<file path="src/core/scl_pkg.sv">
package scl_pkg;

	// ====================================================================
	// timing
	localparam int CLK_MHZ     = 100;
	localparam int STEP_NS     = 640;
	localparam int MAX_NS      = 9600;
	// least time: round up to whole cycles
	localparam int STEP_CYCLES = (STEP_NS * CLK_MHZ + 999) / 1000;
	localparam int CODE_W      = 4;
	localparam int CNT_W       = 10;

	// ====================================================================
	// register map (offsets are word indices, byte address is four times the index)
	localparam logic [31:0] SETUP_INDEX  = 32'h0000_0014;
	localparam logic [31:0] STATUS_INDEX = 32'h0000_001F;
	localparam logic [15:0] SETUP_RESET  = 16'h0000;

	localparam int DEGLITCH_LSB    = 0;
	localparam int INHIBIT_BIT     = 4;
	localparam int GATING_LSB      = 5;
	localparam int SETUP_USED_BITS = 7;

	localparam int STATUS_HALL_LSB = 0;
	localparam int STATUS_OTS_BIT  = 8;
	localparam int STATUS_AMP_LSB  = 16;

	localparam logic [1:0] GATE_LOW_HIGH = 2'h0;
	localparam logic [1:0] GATE_HIGH_LOW = 2'h1;

	localparam logic [1:0] RESP_OKAY   = 2'h0;
	localparam logic [1:0] RESP_SLVERR = 2'h2;

	// ====================================================================
	// carriers
	typedef struct packed {
		logic [1:0]        amp_output_gating_select;
		logic              overtemp_shutdown_inhibit;
		logic [CODE_W-1:0] deglitch_code;
	} scl_setup_type;

	typedef struct packed {
		logic        awvalid;
		logic [31:0] awaddr;
		logic        wvalid;
		logic [31:0] wdata;
		logic [3:0]  wstrb;
		logic        bready;
		logic        arvalid;
		logic [31:0] araddr;
		logic        rready;
	} scl_axi_req_type;

	typedef struct packed {
		logic        awready;
		logic        wready;
		logic        bvalid;
		logic [1:0]  bresp;
		logic        arready;
		logic        rvalid;
		logic [31:0] rdata;
		logic [1:0]  rresp;
	} scl_axi_rsp_type;

	// ====================================================================
	// helpers
	function automatic logic [CNT_W-1:0] scl_deglitch_cycles(input logic [CODE_W-1:0] code);
		return CNT_W'(32'(code) * STEP_CYCLES);
	endfunction

	function automatic logic [29:0] scl_word_index(input logic [31:0] addr);
		return addr[31:2];
	endfunction

endpackage

</file>
<file path="src/core/scl_deglitch.sv">
`timescale 1ns/10ps
module scl_deglitch #(
	parameter int CNT_W = 10
) (
	input  wire logic             clk,
	input  wire logic             reset_n,
	input  wire logic             ce,
	input  wire logic [CNT_W-1:0] limit,
	input  wire logic             raw,
	output logic                  filtered
);
	logic [CNT_W-1:0] count;
	logic [CNT_W:0]   next_count;

	if (CNT_W < 1) begin : g_check
		$error("scl_deglitch: CNT_W must be at least 1");
	end

	assign next_count = {1'b0, count} + {{CNT_W{1'b0}}, 1'b1};

	// ====================================================================
	// filter: level must differ on limit consecutive samples, on one sample when limit is zero
	always_ff @(posedge clk or negedge reset_n) begin
		if (!reset_n) begin
			count    <= '0;
			filtered <= 1'b0;
		end else if (ce) begin
			if (raw == filtered) begin
				count <= '0;
			end else if (next_count >= {1'b0, limit}) begin
				filtered <= raw;
				count    <= '0;
			end else begin
				count <= next_count[CNT_W-1:0];
			end
		end
	end
endmodule

</file>
<file path="src/core/scl_top.sv">
// The register offsets and the AXI4-Lite slave port are this design's own decisions.
`timescale 1ns/10ps
module scl_top #(
	parameter int HALL_COUNT  = 3,
	parameter int PHASE_COUNT = 3
) (
	input  wire logic                       clk,
	input  wire logic                       reset_n,
	input  wire logic                       ce,
	input  wire scl_pkg::scl_axi_req_type   axi_req,
	output scl_pkg::scl_axi_rsp_type        axi_rsp,
	input  wire logic [HALL_COUNT-1:0]      hall_raw,
	output logic      [HALL_COUNT-1:0]      hall_filtered,
	input  wire logic                       overtemp_detect,
	output logic                            overtemp_shutdown,
	input  wire logic [PHASE_COUNT-1:0]     low_side_gate_drive,
	input  wire logic [PHASE_COUNT-1:0]     high_side_gate_drive,
	output logic      [PHASE_COUNT-1:0]     amp_output_enable
);
	import scl_pkg::*;

	if (HALL_COUNT < 1 || HALL_COUNT > STATUS_OTS_BIT - STATUS_HALL_LSB) begin : g_hall_check
		$error("scl_top: HALL_COUNT out of range");
	end
	if (PHASE_COUNT < 1 || PHASE_COUNT > 32 - STATUS_AMP_LSB) begin : g_phase_check
		$error("scl_top: PHASE_COUNT out of range");
	end

	scl_setup_type    setup;
	logic [CNT_W-1:0] deglitch_limit;

	logic        aw_held;
	logic [31:0] aw_addr;
	logic        w_held;
	logic [31:0] w_data;
	logic [3:0]  w_strb;
	logic        bvalid;
	logic [1:0]  bresp;
	logic        rvalid;
	logic [31:0] rdata;
	logic [1:0]  rresp;
	logic        awready;
	logic        wready;
	logic        arready;
	logic        do_write;
	logic        write_setup;
	logic [31:0] next_rdata;
	logic [1:0]  next_rresp;
	logic [31:0] status_word;

	// ====================================================================
	// bus handshake
	assign awready  = ce && !aw_held;
	assign wready   = ce && !w_held;
	assign arready  = ce && !rvalid;
	// one write in flight: response must drain before the next commits
	assign do_write = ce && aw_held && w_held && !bvalid;
	assign write_setup = do_write && scl_word_index(aw_addr) == SETUP_INDEX[29:0];

	always_comb begin
		axi_rsp         = '0;
		axi_rsp.awready = awready;
		axi_rsp.wready  = wready;
		axi_rsp.bvalid  = bvalid;
		axi_rsp.bresp   = bresp;
		axi_rsp.arready = arready;
		axi_rsp.rvalid  = rvalid;
		axi_rsp.rdata   = rdata;
		axi_rsp.rresp   = rresp;
	end

	// ====================================================================
	// write address / data capture, either order
	always_ff @(posedge clk or negedge reset_n) begin
		if (!reset_n) begin
			aw_held <= 1'b0;
			aw_addr <= 32'h0000_0000;
		end else if (ce) begin
			if (axi_req.awvalid && awready) begin
				aw_held <= 1'b1;
				aw_addr <= axi_req.awaddr;
			end else if (do_write) begin
				aw_held <= 1'b0;
			end
		end
	end

	always_ff @(posedge clk or negedge reset_n) begin
		if (!reset_n) begin
			w_held <= 1'b0;
			w_data <= 32'h0000_0000;
			w_strb <= 4'h0;
		end else if (ce) begin
			if (axi_req.wvalid && wready) begin
				w_held <= 1'b1;
				w_data <= axi_req.wdata;
				w_strb <= axi_req.wstrb;
			end else if (do_write) begin
				w_held <= 1'b0;
			end
		end
	end

	always_ff @(posedge clk or negedge reset_n) begin
		if (!reset_n) begin
			bvalid <= 1'b0;
			bresp  <= RESP_OKAY;
		end else if (ce) begin
			if (do_write) begin
				bvalid <= 1'b1;
				if (scl_word_index(aw_addr) == SETUP_INDEX[29:0] ||
				    scl_word_index(aw_addr) == STATUS_INDEX[29:0]) begin
					bresp <= RESP_OKAY;
				end else begin
					bresp <= RESP_SLVERR;
				end
			end else if (axi_req.bready) begin
				bvalid <= 1'b0;
			end
		end
	end

	// ====================================================================
	// sensing setup register, only byte lane 0 holds live bits
	always_ff @(posedge clk or negedge reset_n) begin
		if (!reset_n) begin
			setup <= scl_setup_type'(SETUP_RESET[SETUP_USED_BITS-1:0]);
		end else if (ce && write_setup && w_strb[0]) begin
			setup <= scl_setup_type'(w_data[SETUP_USED_BITS-1:0]);
		end
	end

	// ====================================================================
	// read path
	always_comb begin
		status_word = 32'h0000_0000;
		status_word[STATUS_HALL_LSB +: HALL_COUNT]  = hall_filtered;
		status_word[STATUS_OTS_BIT]                  = overtemp_shutdown;
		status_word[STATUS_AMP_LSB +: PHASE_COUNT]  = amp_output_enable;
		next_rdata = 32'h0000_0000;
		next_rresp = RESP_OKAY;
		if (scl_word_index(axi_req.araddr) == SETUP_INDEX[29:0]) begin
			next_rdata[SETUP_USED_BITS-1:0] = setup;
		end else if (scl_word_index(axi_req.araddr) == STATUS_INDEX[29:0]) begin
			next_rdata = status_word;
		end else begin
			next_rresp = RESP_SLVERR;
		end
	end

	always_ff @(posedge clk or negedge reset_n) begin
		if (!reset_n) begin
			rvalid <= 1'b0;
			rdata  <= 32'h0000_0000;
			rresp  <= RESP_OKAY;
		end else if (ce) begin
			if (axi_req.arvalid && arready) begin
				rvalid <= 1'b1;
				rdata  <= next_rdata;
				rresp  <= next_rresp;
			end else if (axi_req.rready) begin
				rvalid <= 1'b0;
			end
		end
	end

	// ====================================================================
	// hall deglitch
	assign deglitch_limit = scl_deglitch_cycles(setup.deglitch_code);

	for (genvar i = 0; i < HALL_COUNT; i++) begin : g_hall
		scl_deglitch #(
			.CNT_W (CNT_W)
		) u_deglitch (
			.clk      (clk),
			.reset_n  (reset_n),
			.ce       (ce),
			.limit    (deglitch_limit),
			.raw      (hall_raw[i]),
			.filtered (hall_filtered[i])
		);
	end

	// ====================================================================
	// over-temperature shutdown
	always_ff @(posedge clk or negedge reset_n) begin
		if (!reset_n) begin
			overtemp_shutdown <= 1'b0;
		end else if (ce) begin
			overtemp_shutdown <= overtemp_detect && !setup.overtemp_shutdown_inhibit;
		end
	end

	// ====================================================================
	// amplifier output gating, registered so outputs never glitch
	always_ff @(posedge clk or negedge reset_n) begin
		if (!reset_n) begin
			amp_output_enable <= '0;
		end else if (ce) begin
			if (setup.amp_output_gating_select[1]) begin
				amp_output_enable <= '1;
			end else if (setup.amp_output_gating_select == GATE_HIGH_LOW) begin
				amp_output_enable <= ~high_side_gate_drive;
			end else begin
				amp_output_enable <= low_side_gate_drive;
			end
		end
	end
endmodule

</file>
<file path="config.mk">
export PLATFORM = sky130hd
export DESIGN_NAME = scl_top
export DESIGN_NICKNAME = d
export VERILOG_FILES = /design/src/core/scl_pkg.sv /design/src/core/scl_deglitch.sv /design/src/core/scl_top.sv
export SDC_FILE = /design/constraint.sdc
export NUM_CORES = 1
export LEC_CHECK = 0
export ABC_AREA = 1
export BUFFER_PORTS_ARGS = -buffer_cell sky130_fd_sc_hd__buf_2
export CAP_MARGIN = 30
export CORE_ASPECT_RATIO = 0.75
export CORE_MARGIN = 2
export CORE_UTILIZATION = 57
export CTS_BUF_LIST = sky130_fd_sc_hd__clkbuf_4 sky130_fd_sc_hd__clkbuf_8
export DETAILED_ROUTE_END_ITERATION = 10
export GPL_ROUTABILITY_DRIVEN = 0
export HOLD_SLACK_MARGIN = 0.03
export PLACE_DENSITY = 0.94
export SLEW_MARGIN = 10
export SYNTH_ARGS = -nofsm -noshare
export SYNTH_HDL_FRONTEND = slang
export SYNTH_SLANG_ARGS = --single-unit
</file>
<file path="constraint.sdc">
create_clock -name clk -period 4.55 [get_ports clk]
set_clock_uncertainty 0.05 [all_clocks]
set_input_delay 0.455 -clock clk [delete_from_list [all_inputs] [get_ports clk]]
set_output_delay 0.455 -clock clk [all_outputs]
set_load 0.03 [all_outputs]
</file>
==> flow_summary.ini, run 1 <==
[synthesis]
yosys.area_share.xor_xnor_pct = 2.76
synth_edf_count = 0
synthArstFlopShare_pct = 100
netlist_top_cells_area = dfrtp_1 46%, nand2_1 12%, mux2_2 6.3%
synthTopCellsByCount = 169 x nand2_1, 99 x dfrtp_1, 67 x inv_1
synth_compound_area_share_pct = 5.12
synth_top_family_by_area = simple AND/OR/NAND/NOR gates
synth_warnings = 0
netlist_instances = 642
synth-seq-cells = 99
ys_seq_area_share_pct = 45.9
synthFlopType = dfrtp_1
yosys.area_share.simple_pct = 26.2
yosysUniqueCellTypes = 36
post-synth-top-area-cell = dfrtp_1
synthMuxAreaShare_pct = 6.26
synth_top_area_share_pct = 45.9
synth_fa_ha_area_share_pct = 3.48
syn_avg_cell_area_um2 = 8.41
synthesis.area_um2 = 5400
yosysMostFrequentCell = nand2_1

[die]
dieArea_um2 = 10300
fp-row-count = 30
die_w_um = 116
core_um2 = 9120
pin_count = 166
start_util_pct = 59.2
fp.dieH_um = 88.3

[timing]
slew_viol_final = 0
finalSetupViolCount = 0
worst_hold_slack_ns = 0.138
min_period_ns = 2.94
hold_violations = 0
post-route-period-util_pct = 64.5
worstMarginPinSlew_ns = 0.844
rsz0062_at_grt = false
relSlewSlack_pct = 43.7
finalSetupTns_ns = 0
fmax_ghz = 0.340

[detailed_routing]
drt_iter0_markers = 366
wl_um = 11400
drtPass1Iterations = 4
dr_total_vias = 4458
ant_nets = 0
wl_per_cell_um = 13.0
drc = 0
avgViaCountPerCell = 5.08

[clock_tree]
cts_made_buffers = 9
cts_resized = 0
clockRootBuffer = clkbuf_8
clock_sink_count = 99
clkLatencyLatePin_ns = 0.36
post-cts-setup-buffers = 0
clk_pin_slew_ns = 0.09
htreeDepth = 3
holdBufCountCts = 0
cts_tree = done
cts_buffer_depth = 2

[global_routing]
grt_overflow_total = 0
top_usage_layer = met2
met1_usage_pct = 29.7
grt_pass1_vias = 4250
track_usage_pct = 23.4
globalRouteMet3Util_pct = 5.68
grt_pass1_wl_um = 18800
grt_use_met2_pct = 39.8
grt_max_degree = 69
grt_antenna_before_repair = 0

[setup_path]
reg2reg_setup_slack_ns = 1.61
arrival_ns = 3.16
rr_startpoint = g_hall[2].u_deglitch.count[0]$_DFFE_PN0P_
reg2reg_depth = 17
start_kind = flip-flop
critPathCaptureType = flip-flop
endpoint = g_hall[2].u_deglitch.filtered$_DFFE_PN0P_
reg2reg_to = g_hall[2].u_deglitch.filtered$_DFFE_PN0P_
critPathLaunch = g_hall[2].u_deglitch.count[0]$_DFFE_PN0P_
crit_type = flip-flop to flip-flop
cp.required_ns = 4.77
crit_fanout = 5

[pwr]
power.density_nw_per_um2 = 379
p_total_mw = 2.33
ir_drop_mv = 0.301
leakagePower_nw = 3.21

[finish]
seq_area_um2 = 2480
drive_above_1_share_pct = 24.0
syn2layout_area_growth_pct = 13.9
fillers = 732
layout.nets = 878
multi_input_area_um2 = 2450
diodes = 0

[run]
cap_violations = 0

[place]
dpl.hpwl_um = 8510
port_buffers = 110

[hold_path]
hold_class = input port to asynchronous set/reset pin

[status]
status = completed
==> sequential cells by signal (all words and copies together) (netlist names), 3 cells and up <==
| name | cells |
|---|---|
| g_hall.u_deglitch.filtered | 3 |
| aw_addr | 30 |
| amp_output_enable | 3 |
| g_hall.u_deglitch.count | 30 |
| rdata | 11 |
| setup | 7 |
| w_data | 7 |
==> how the worst min path moves through the flow <==
stage                     cells after the start                                        end             startpoint
after floorplan                               0           amp_output_enable[0]$_DFFE_PN0P_                reset_n
after global placement                        2                       rdata[0]$_DFFE_PN0P_   rdata[0]$_DFFE_PN0P_
after detailed placement                      2                      rdata[17]$_DFFE_PN0P_  rdata[17]$_DFFE_PN0P_
after CTS                                     1  g_hall[2].u_deglitch.count[0]$_DFFE_PN0P_                reset_n
after global routing                          1  g_hall[0].u_deglitch.count[1]$_DFFE_PN0P_                reset_n
final                                         1  g_hall[2].u_deglitch.count[6]$_DFFE_PN0P_                reset_n
==> report_power, final <==
part,total [mW],switching [mW],internal [mW]
sequential,1.20,0.128,1.08
clock,0.623,0.310,0.313
combinational,0.502,0.279,0.224
total,2.33,0.716,1.61
==> layout by cell type, fill, tap and decap left out <==
cell type,count
clkbuf_8,9
o21ai_1,4
inv_2,2
nor3b_1,1
nand3_1,36
clkinvlp_4,1
ha_1,15
mux2_2,30
a22o_1,1
nor4_2,1
or2_2,2
nor2_2,3
buf_2,109
dfrtp_1,99
buf_4,4
nor4_1,3
nand2b_1,1
o21ai_0,19
o31ai_1,1
nand3_2,2
nor2_4,3
bufinv_16,2
nand3_4,1
clkinv_4,1
o22ai_1,13
nand2_2,5
inv_6,2
clkinv_2,1
a21oi_2,1
nand4_1,15
nand2_1,169
nand3b_1,5
nor4_4,1
a21oi_1,11
inv_1,67
xnor2_1,4
nor2_1,66
xor2_1,13
conb_1,23
nor3_1,4
==> cells by family after synthesis <==
kind of cell,count (synthesis)
xor+xnor,17
compound gates,50
fa+ha+maj,15
simple gates,318
flops,99
mux,30
buf+inv,112
other cells,1
==> per-layer routing <==
| layer | vias up | wire (um) |
|---|---|---|
| li1 | 2220 | - |
| met1 | 2063 | 4980 |
| met2 | 156 | 5350 |
| met3 | 19 | 889 |
| met4 | 0 | 225 |
| met5 | - | 0 |
==> stage by stage <==
step | cells | util (%) | setup WS [ns] | instance area [um^2]
2_1_floorplan | 664 | - | 2.14 | 5480
3_3_place_gp | 862 | 64.9 | 1.87 | 5920
3_5_place_dp | 862 | 64.9 | 1.67 | 5920
4_1_cts | 878 | 67.4 | 1.64 | 6150
5_1_grt | 878 | 67.4 | 1.27 | 6150
6_report | 878 | 67.4 | 1.61 | 6150
==> critical path, stage by stage (launching register included) <==
cell	delay, ns
dfrtp_1	0.40
ha_1	0.21
nand3_1	0.12
nor2_1	0.22
nand2_1	0.10
xor2_1	0.17
inv_1	0.07
ha_1	0.28
nand2_1	0.08
inv_1	0.06
nand2_1	0.06
nand2_1	0.05
nor3b_1	0.48
nand2_1	0.25
nand2_1	0.11
nand2_1	0.05
nand2_1	0.05
inv_1	0.03
==> final cells by class <==
| cell class | count | share of cell area [%] |
|---|---|---|
| clock inverter | 7 | 1.61 |
| tap | 128 | 2.61 |
| timing repair buffer | 113 | 9.36 |
| sequential | 99 | 40.3 |
| multi-input combinational | 453 | 39.9 |
| clock buffer | 9 | 2.02 |
| inverter | 69 | 4.21 |
No activity file was read; power rests on OpenSTA's default activity.
==> run 2, diff against run 1 <==
--- a/config.mk
+++ b/config.mk
@@ -5,17 +5,17 @@
 export SDC_FILE = /design/constraint.sdc
 export NUM_CORES = 1
 export LEC_CHECK = 0
-export ABC_AREA = 1
+export ABC_AREA = 0
 export BUFFER_PORTS_ARGS = -buffer_cell sky130_fd_sc_hd__buf_2
 export CAP_MARGIN = 30
 export CORE_ASPECT_RATIO = 0.75
 export CORE_MARGIN = 2
-export CORE_UTILIZATION = 57
+export CORE_UTILIZATION = 48
 export CTS_BUF_LIST = sky130_fd_sc_hd__clkbuf_4 sky130_fd_sc_hd__clkbuf_8
 export DETAILED_ROUTE_END_ITERATION = 10
 export GPL_ROUTABILITY_DRIVEN = 0
 export HOLD_SLACK_MARGIN = 0.03
-export PLACE_DENSITY = 0.94
+export PLACE_DENSITY = 0.86
 export SLEW_MARGIN = 10
 export SYNTH_ARGS = -nofsm -noshare
 export SYNTH_HDL_FRONTEND = slang
==> constraint.sdc (replaced) <==
create_clock -name clk -period 2.4 [get_ports clk]
set_clock_uncertainty 0.05 [all_clocks]
set_input_delay 0.24 -clock clk [delete_from_list [all_inputs] [get_ports clk]]
set_output_delay 0.24 -clock clk [all_outputs]
set_load 0.03 [all_outputs]
==> flow_summary.ini, run 2 <==
[status]
status = finished, violations left
violations = setup timing

[timing]
hold_violations = 0
slew_viol_final = 0
rsz0062_at_grt = true
worstMarginPinSlew_ns = 0.657
worst_hold_slack_ns = 0.0240
fmax_ghz = 0.348
finalSetupTns_ns = -10.52
post-route-period-util_pct = 120
min_period_ns = 2.88
layout_setup_ws_ns = -0.476
relSlewSlack_pct = 56.2
finalSetupViolCount = 40

[pwr]
ir_drop_mv = 0.490
switching_share_pct = 32.7
power_frac_seq_pct = 51.7
clkPwrFrac_pct = 26.1
p_sw_mw = 1.47
comb_power_share_pct = 22.2
internal-power_mw = 3.02
leakagePower_nw = 3.36
power.density_nw_per_um2 = 618

[setup_path]
arrival_ns = 3.13
slowest_stage = dfrtp_1
crit_type = flip-flop to flip-flop
path_cells = ha_2, and3_4, nand3_4, nor2_4, xor2_2, ha_4, nand4_1, nor4_4, a211oi_4, buf_6, a21oi_4, mux2_4
cp.required_ns = 2.66
critPathCaptureType = flip-flop
slowest_delay_ns = 0.41
start_kind = flip-flop
crit_fanout = 3

[die]
core_um2 = 10400
dieArea_um2 = 11600
fp.dieH_um = 94.0
pin_count = 166
fp-row-count = 32
die_w_um = 124
start_util_pct = 49.8

[detailed_routing]
dr_total_vias = 4880
wl_um = 16600
drt_iter0_markers = 444
avgViaCountPerCell = 6.02
drtPass1Iterations = 5
wl_per_cell_um = 20.5
ant_nets = 0
drc = 0

[global_routing]
grt_overflow_total = 0
grt_pass1_vias = 4842
grt_max_degree = 69
track_usage_pct = 26.4
met1_usage_pct = 30.6
grt_pass1_wl_um = 23400
grt_antenna_before_repair = 0
grt_use_met2_pct = 45.7
top_usage_layer = met2
globalRouteMet3Util_pct = 5.95

[clock_tree]
clock_sink_count = 99
clkLatencyLatePin_ns = 0.41
clockRootBuffer = clkbuf_8
cts_made_buffers = 9
htreeDepth = 3
cts_buffer_depth = 2
cts_tree = done
clk_pin_slew_ns = 0.12

[synthesis]
yosysMostFrequentCell = dfrtp_1
netlist_top_cells_area = dfrtp_1 48%, mux2_2 9.8%, buf_4 4.5%
synth_top_area_share_pct = 47.8
syn_avg_cell_area_um2 = 11.0
yosysUniqueCellTypes = 63
synth-seq-cells = 99
synth_edf_count = 0
synthFlopType = dfrtp_1
synthArstFlopShare_pct = 100
synthTopCellsByCount = 99 x dfrtp_1, 45 x mux2_2, 38 x nand2_1
post-synth-top-area-cell = dfrtp_1
synthesis.area_um2 = 5180
netlist_instances = 470
ys_seq_area_share_pct = 47.8
synth_warnings = 0

[finish]
final_area_um2 = 7260
diodes = 0
mostFrequentLayoutCells = 109 x buf_2, 99 x dfrtp_1, 65 x buf_4, 44 x mux2_2, 36 x nand2_1
final_common_cell = buf_2
top_regs = aw_addr x30, g_hall.u_deglitch.count x30, rdata x11
layout.nets = 802
syn2layout_area_growth_pct = 40.2
fillers = 647
drive_above_1_share_pct = 46.9

[run]
cap_violations = 0

[place]
port_buffers = 110
dpl_cell_area_um2 = 6230
dpl.hpwl_um = 9580

[hold_path]
hold_class = input port to flip-flop
-- run 2: power groups by stage --
stage               clock (mW)  sequential, mW  combinational, mW
global placement             0            2.26              0.840
detailed placement           0            2.30              0.888
finish                    1.17            2.32              0.999
CTS                       1.16            2.27              0.930
global route              1.25            2.36               1.08
floorplan                    0            2.25              0.682
-- run 2: worst paths after layout --
| kind | from | cells after the start | end | slack [ns] |
|---|---|---|---|---|
| hold reg to reg | rdata[0]$_DFFE_PN0P_ | 2 | rdata[0]$_DFFE_PN0P_ | 0.44 |
| setup / recovery | g_hall[1].u_deglitch.count[1]$_DFFE_PN0P_ | 12 | g_hall[1].u_deglitch.filtered$_DFFE_PN0P_ | -0.48 |
| max in group asynchronous | reset_n | 3 | g_hall[0].u_deglitch.count[4]$_DFFE_PN0P_ | 1.28 |
| min in group asynchronous | reset_n | 2 | w_strb[0]$_DFFE_PN0P_ | 0.29 |
| hold / removal | axi_req[86] | 2 | aw_addr[14]$_DFFE_PN0P_ | 0.02 |
| setup reg to reg | g_hall[1].u_deglitch.count[1]$_DFFE_PN0P_ | 12 | g_hall[1].u_deglitch.filtered$_DFFE_PN0P_ | -0.48 |
-- run 2: kinds of logic after synthesis --
family	after synthesis	synth area share (%)
AOI/OAI and AO/OA	79	12.0
other	1	0.0724
and+or+nand+nor	153	16.2
buffers and inverters	57	6.71
xor gates and xnor gates	15	2.54
muxes	51	11.1
adders and majority gates	15	3.62
DFF	99	47.8
-- run 2: layer usage --
layer  up-vias  part of all wire (%)
li1       2076                     -
met1      2370                    36
met2       336                    49
met3        98                   8.6
met4         0                   5.8
met5         -                     0
-- run 2: per-stage QoR --
step	instances	util [%]	power [mW]	worst slack, ns
CTS	796	66.3	4.36	-0.309
detailed placement	751	59.9	3.18	-0.314
finish	810	69.7	4.49	-0.476
floorplan	492	-	2.93	-0.155
global placement	751	59.9	3.11	-0.151
global route	810	69.7	4.68	-0.511
-- run 2: layout make-up --
class                           count  area, um^2  share of cell area, %
Tap cell                          136         170                   2.34
Inverter                           11        41.3                  0.569
Sequential cell                    99        2480                   34.1
Multi-Input combinational cell    336        2930                   40.4
Clock buffer                        9         124                   1.71
Timing Repair Buffer              212        1440                   19.8
Clock inverter                      7        81.3                   1.12
-- run 2: repair_timing --
item,4_1_cts,5_1_grt
endpoints found under the setup margin,32,33
hold endpoints to repair,50,8
setup buffers,9,6
hold buffers,20,8
resized for setup,33,39
pin swaps,21,15
-- run 2: worst max-delay path, delay by kind of cell (launching register included) --
kind,cells,cell delay (ns)
xor gates and xnor gates,1,0.20
DFF,1,0.41
and+or+nand+nor,5,0.85
adders and majority gates,2,0.54
muxes,1,0.31
AOI/OAI and AO/OA,2,0.27
buffers and inverters,1,0.16
==> run 3, diff against run 2 <==
--- a/config.mk
+++ b/config.mk
@@ -8,14 +8,17 @@
 export ABC_AREA = 0
 export BUFFER_PORTS_ARGS = -buffer_cell sky130_fd_sc_hd__buf_2
 export CAP_MARGIN = 30
+export CELL_PAD_IN_SITES_DETAIL_PLACEMENT = 0
+export CELL_PAD_IN_SITES_GLOBAL_PLACEMENT = 1
 export CORE_ASPECT_RATIO = 0.75
 export CORE_MARGIN = 2
-export CORE_UTILIZATION = 48
+export CORE_UTILIZATION = 36
 export CTS_BUF_LIST = sky130_fd_sc_hd__clkbuf_4 sky130_fd_sc_hd__clkbuf_8
+export CTS_CLUSTER_SIZE = 12
 export DETAILED_ROUTE_END_ITERATION = 10
 export GPL_ROUTABILITY_DRIVEN = 0
 export HOLD_SLACK_MARGIN = 0.03
-export PLACE_DENSITY = 0.86
+export PLACE_DENSITY = 0.85
 export SLEW_MARGIN = 10
 export SYNTH_ARGS = -nofsm -noshare
 export SYNTH_HDL_FRONTEND = slang
==> flow_summary.ini, run 3 (synthesized netlist as in run 2, its figures left out) <==
[clock_tree]
clockRootBuffer = clkbuf_8
cts_buffer_depth = 2
cts_made_buffers = 9
clkLatencyLatePin_ns = 0.37
cts_tree = done
htreeDepth = 3
clock_sink_count = 99
clk_pin_slew_ns = 0.10

[die]
fp.dieH_um = 108
start_util_pct = 37.3
die_w_um = 143
core_um2 = 13900
dieArea_um2 = 15400
fp-row-count = 37
pin_count = 166

[setup_path]
rr_startpoint = g_hall[0].u_deglitch.count[1]$_DFFE_PN0P_
slowest_stage = dfrtp_1
critPathCaptureType = flip-flop
critPathLaunch = g_hall[0].u_deglitch.count[1]$_DFFE_PN0P_
crit_fanout = 4
reg2reg_setup_slack_ns = -0.33
reg2reg_to = g_hall[0].u_deglitch.filtered$_DFFE_PN0P_
arrival_ns = 2.95
path_cells = ha_4, and4_4, nand4_1, xnor2_2, ha_1, and3_4, a221oi_4, nand2_1, o21ai_2, mux2_4
start_kind = flip-flop
crit_type = flip-flop to flip-flop
reg2reg_depth = 10
cp.required_ns = 2.62
slowest_delay_ns = 0.43

[timing]
slew_viol_final = 0
post-route-period-util_pct = 114
rsz0062_at_grt = true
worstMarginPinSlew_ns = 0.712
relSlewSlack_pct = 52.4
hold_violations = 0
fmax_ghz = 0.366
min_period_ns = 2.73
finalSetupViolCount = 33
worst_hold_slack_ns = 0.0467
layout_setup_ws_ns = -0.329

[pwr]
leakagePower_nw = 3.34
p_sw_mw = 1.31
ir_drop_mv = 0.385
power_frac_seq_pct = 51.3
p_total_mw = 4.41
clkPwrFrac_pct = 27.4
switching_share_pct = 29.6
internal-power_mw = 3.11
comb_power_share_pct = 21.3
power.density_nw_per_um2 = 613

[detailed_routing]
wl_per_cell_um = 16.4
wl_um = 13800
dr_wl_met2_um = 7000
wl_met3_um = 781
topRoutingLayerUsed = met4
drt_iter0_markers = 216
drtPass1Iterations = 5
avgViaCountPerCell = 5.23
ant_nets = 0
wl_met1_um = 5820
dr_total_vias = 4405
drc = 0

[finish]
drive_above_1_share_pct = 47.3
mostFrequentLayoutCells = 109 x buf_2, 99 x dfrtp_1, 72 x buf_4, 44 x mux2_2, 36 x nand2_1
instances_no_fill = 843
diodes = 0
final_common_cell = buf_2
final_area_um2 = 7190
layout.nets = 796
top_regs = aw_addr x30, g_hall.u_deglitch.count x30, rdata x11
syn2layout_area_growth_pct = 38.9

[hold_path]
hold_class = input port to flip-flop
whs_endpoint = aw_addr[12]$_DFFE_PN0P_
hp-start = axi_req[84]
min_path_cells = 2

[global_routing]
grt_antenna_before_repair = 0
grt_max_degree = 52
grt_pass1_wl_um = 21900
track_usage_pct = 18.1
grt_overflow_total = 0
grt_pass1_vias = 4516

[run]
cap_violations = 0

[status]
status = finished, violations left
violations = setup timing

[place]
dpl.hpwl_um = 9680
place_inst = 793
dpl_cell_area_um2 = 6310
port_buffers = 110
[run 3: changes by cell type in the layout (fill, tap and decap cells not counted), moves of 2 or more]
cell / previous run / this run
buf_4: 65 / 72
buf_6: 9 / 6
dlygate4sd3_1: 28 / 18
nor2_2: 2 / 0
o2bb2ai_1: 2 / 4
o2bb2ai_4: 2 / 0
[run 3: cell type report]
class	count	area (um^2)
Clock inverter	7	96.3
Multi-Input combinational cell	336	2880
Inverter	11	41.3
Clock buffer	9	124
Timing Repair Buffer	206	1350
Tap cell	175	219
Fill cell	1221	6690
Sequential cell	99	2480
[run 3: metal layers]
| metal | vias to the layer above | global-route usage [%] |
|---|---|---|
| li1 | 2073 | - |
| met2 | 143 | 31.6 |
| met4 | 0 | 5.80 |
| met3 | 19 | 3.74 |
| met5 | - | 0 |
| met1 | 2170 | 22.4 |
[run 3: worst max path at each step]
stage                                                end  slack, ns  cells after the start
2_1_floorplan  g_hall[1].u_deglitch.filtered$_DFFE_PN0P_      -0.15                     11
3_3_place_gp   g_hall[0].u_deglitch.filtered$_DFFE_PN0P_      -0.15                     10
3_5_place_dp   g_hall[0].u_deglitch.filtered$_DFFE_PN0P_      -0.30                     10
4_1_cts        g_hall[0].u_deglitch.filtered$_DFFE_PN0P_      -0.23                     10
5_1_grt        g_hall[0].u_deglitch.count[7]$_DFFE_PN0P_      -0.42                     10
6_report       g_hall[0].u_deglitch.filtered$_DFFE_PN0P_      -0.33                     10
[run 3: critical path: cells and delay by family (launching register included)]
family	cells	cell delay, ns
xor+xnor	1	0.24
compound gates	2	0.49
flops	1	0.43
simple gates	4	0.67
fa+ha+maj	2	0.44
mux	1	0.30
[run 3: metrics by stage]
stage	utilization (%)	setup slack, ns	setup TNS [ns]
floorplan	-	-0.155	-0.419
global placement	45.4	-0.152	-2.04
detailed placement	45.4	-0.295	-5.07
CTS	49.6	-0.232	-4.55
global route	51.8	-0.422	-9.67
finish	51.8	-0.329	-5.80
[run 3: timing repair]
| item | CTS | global route |
|---|---|---|
| setup buffers | 9 | 7 |
| pin swaps | 37 | 20 |
| endpoints found under the hold margin | 74 | 8 |
| cloned | 1 | 0 |
| hold buffers | 10 | 8 |
| gates resized for setup | 37 | 26 |
| setup endpoints to repair | 32 | 33 |
[run 3: power by group through the flow]
stage	Sequential, mW	Clock (mW)	Combinational (mW)
global route	2.31	1.31	1.03
floorplan	2.25	0	0.682
CTS	2.26	1.24	0.927
finish	2.26	1.21	0.939
detailed placement	2.30	0	0.900
global placement	2.27	0	0.856
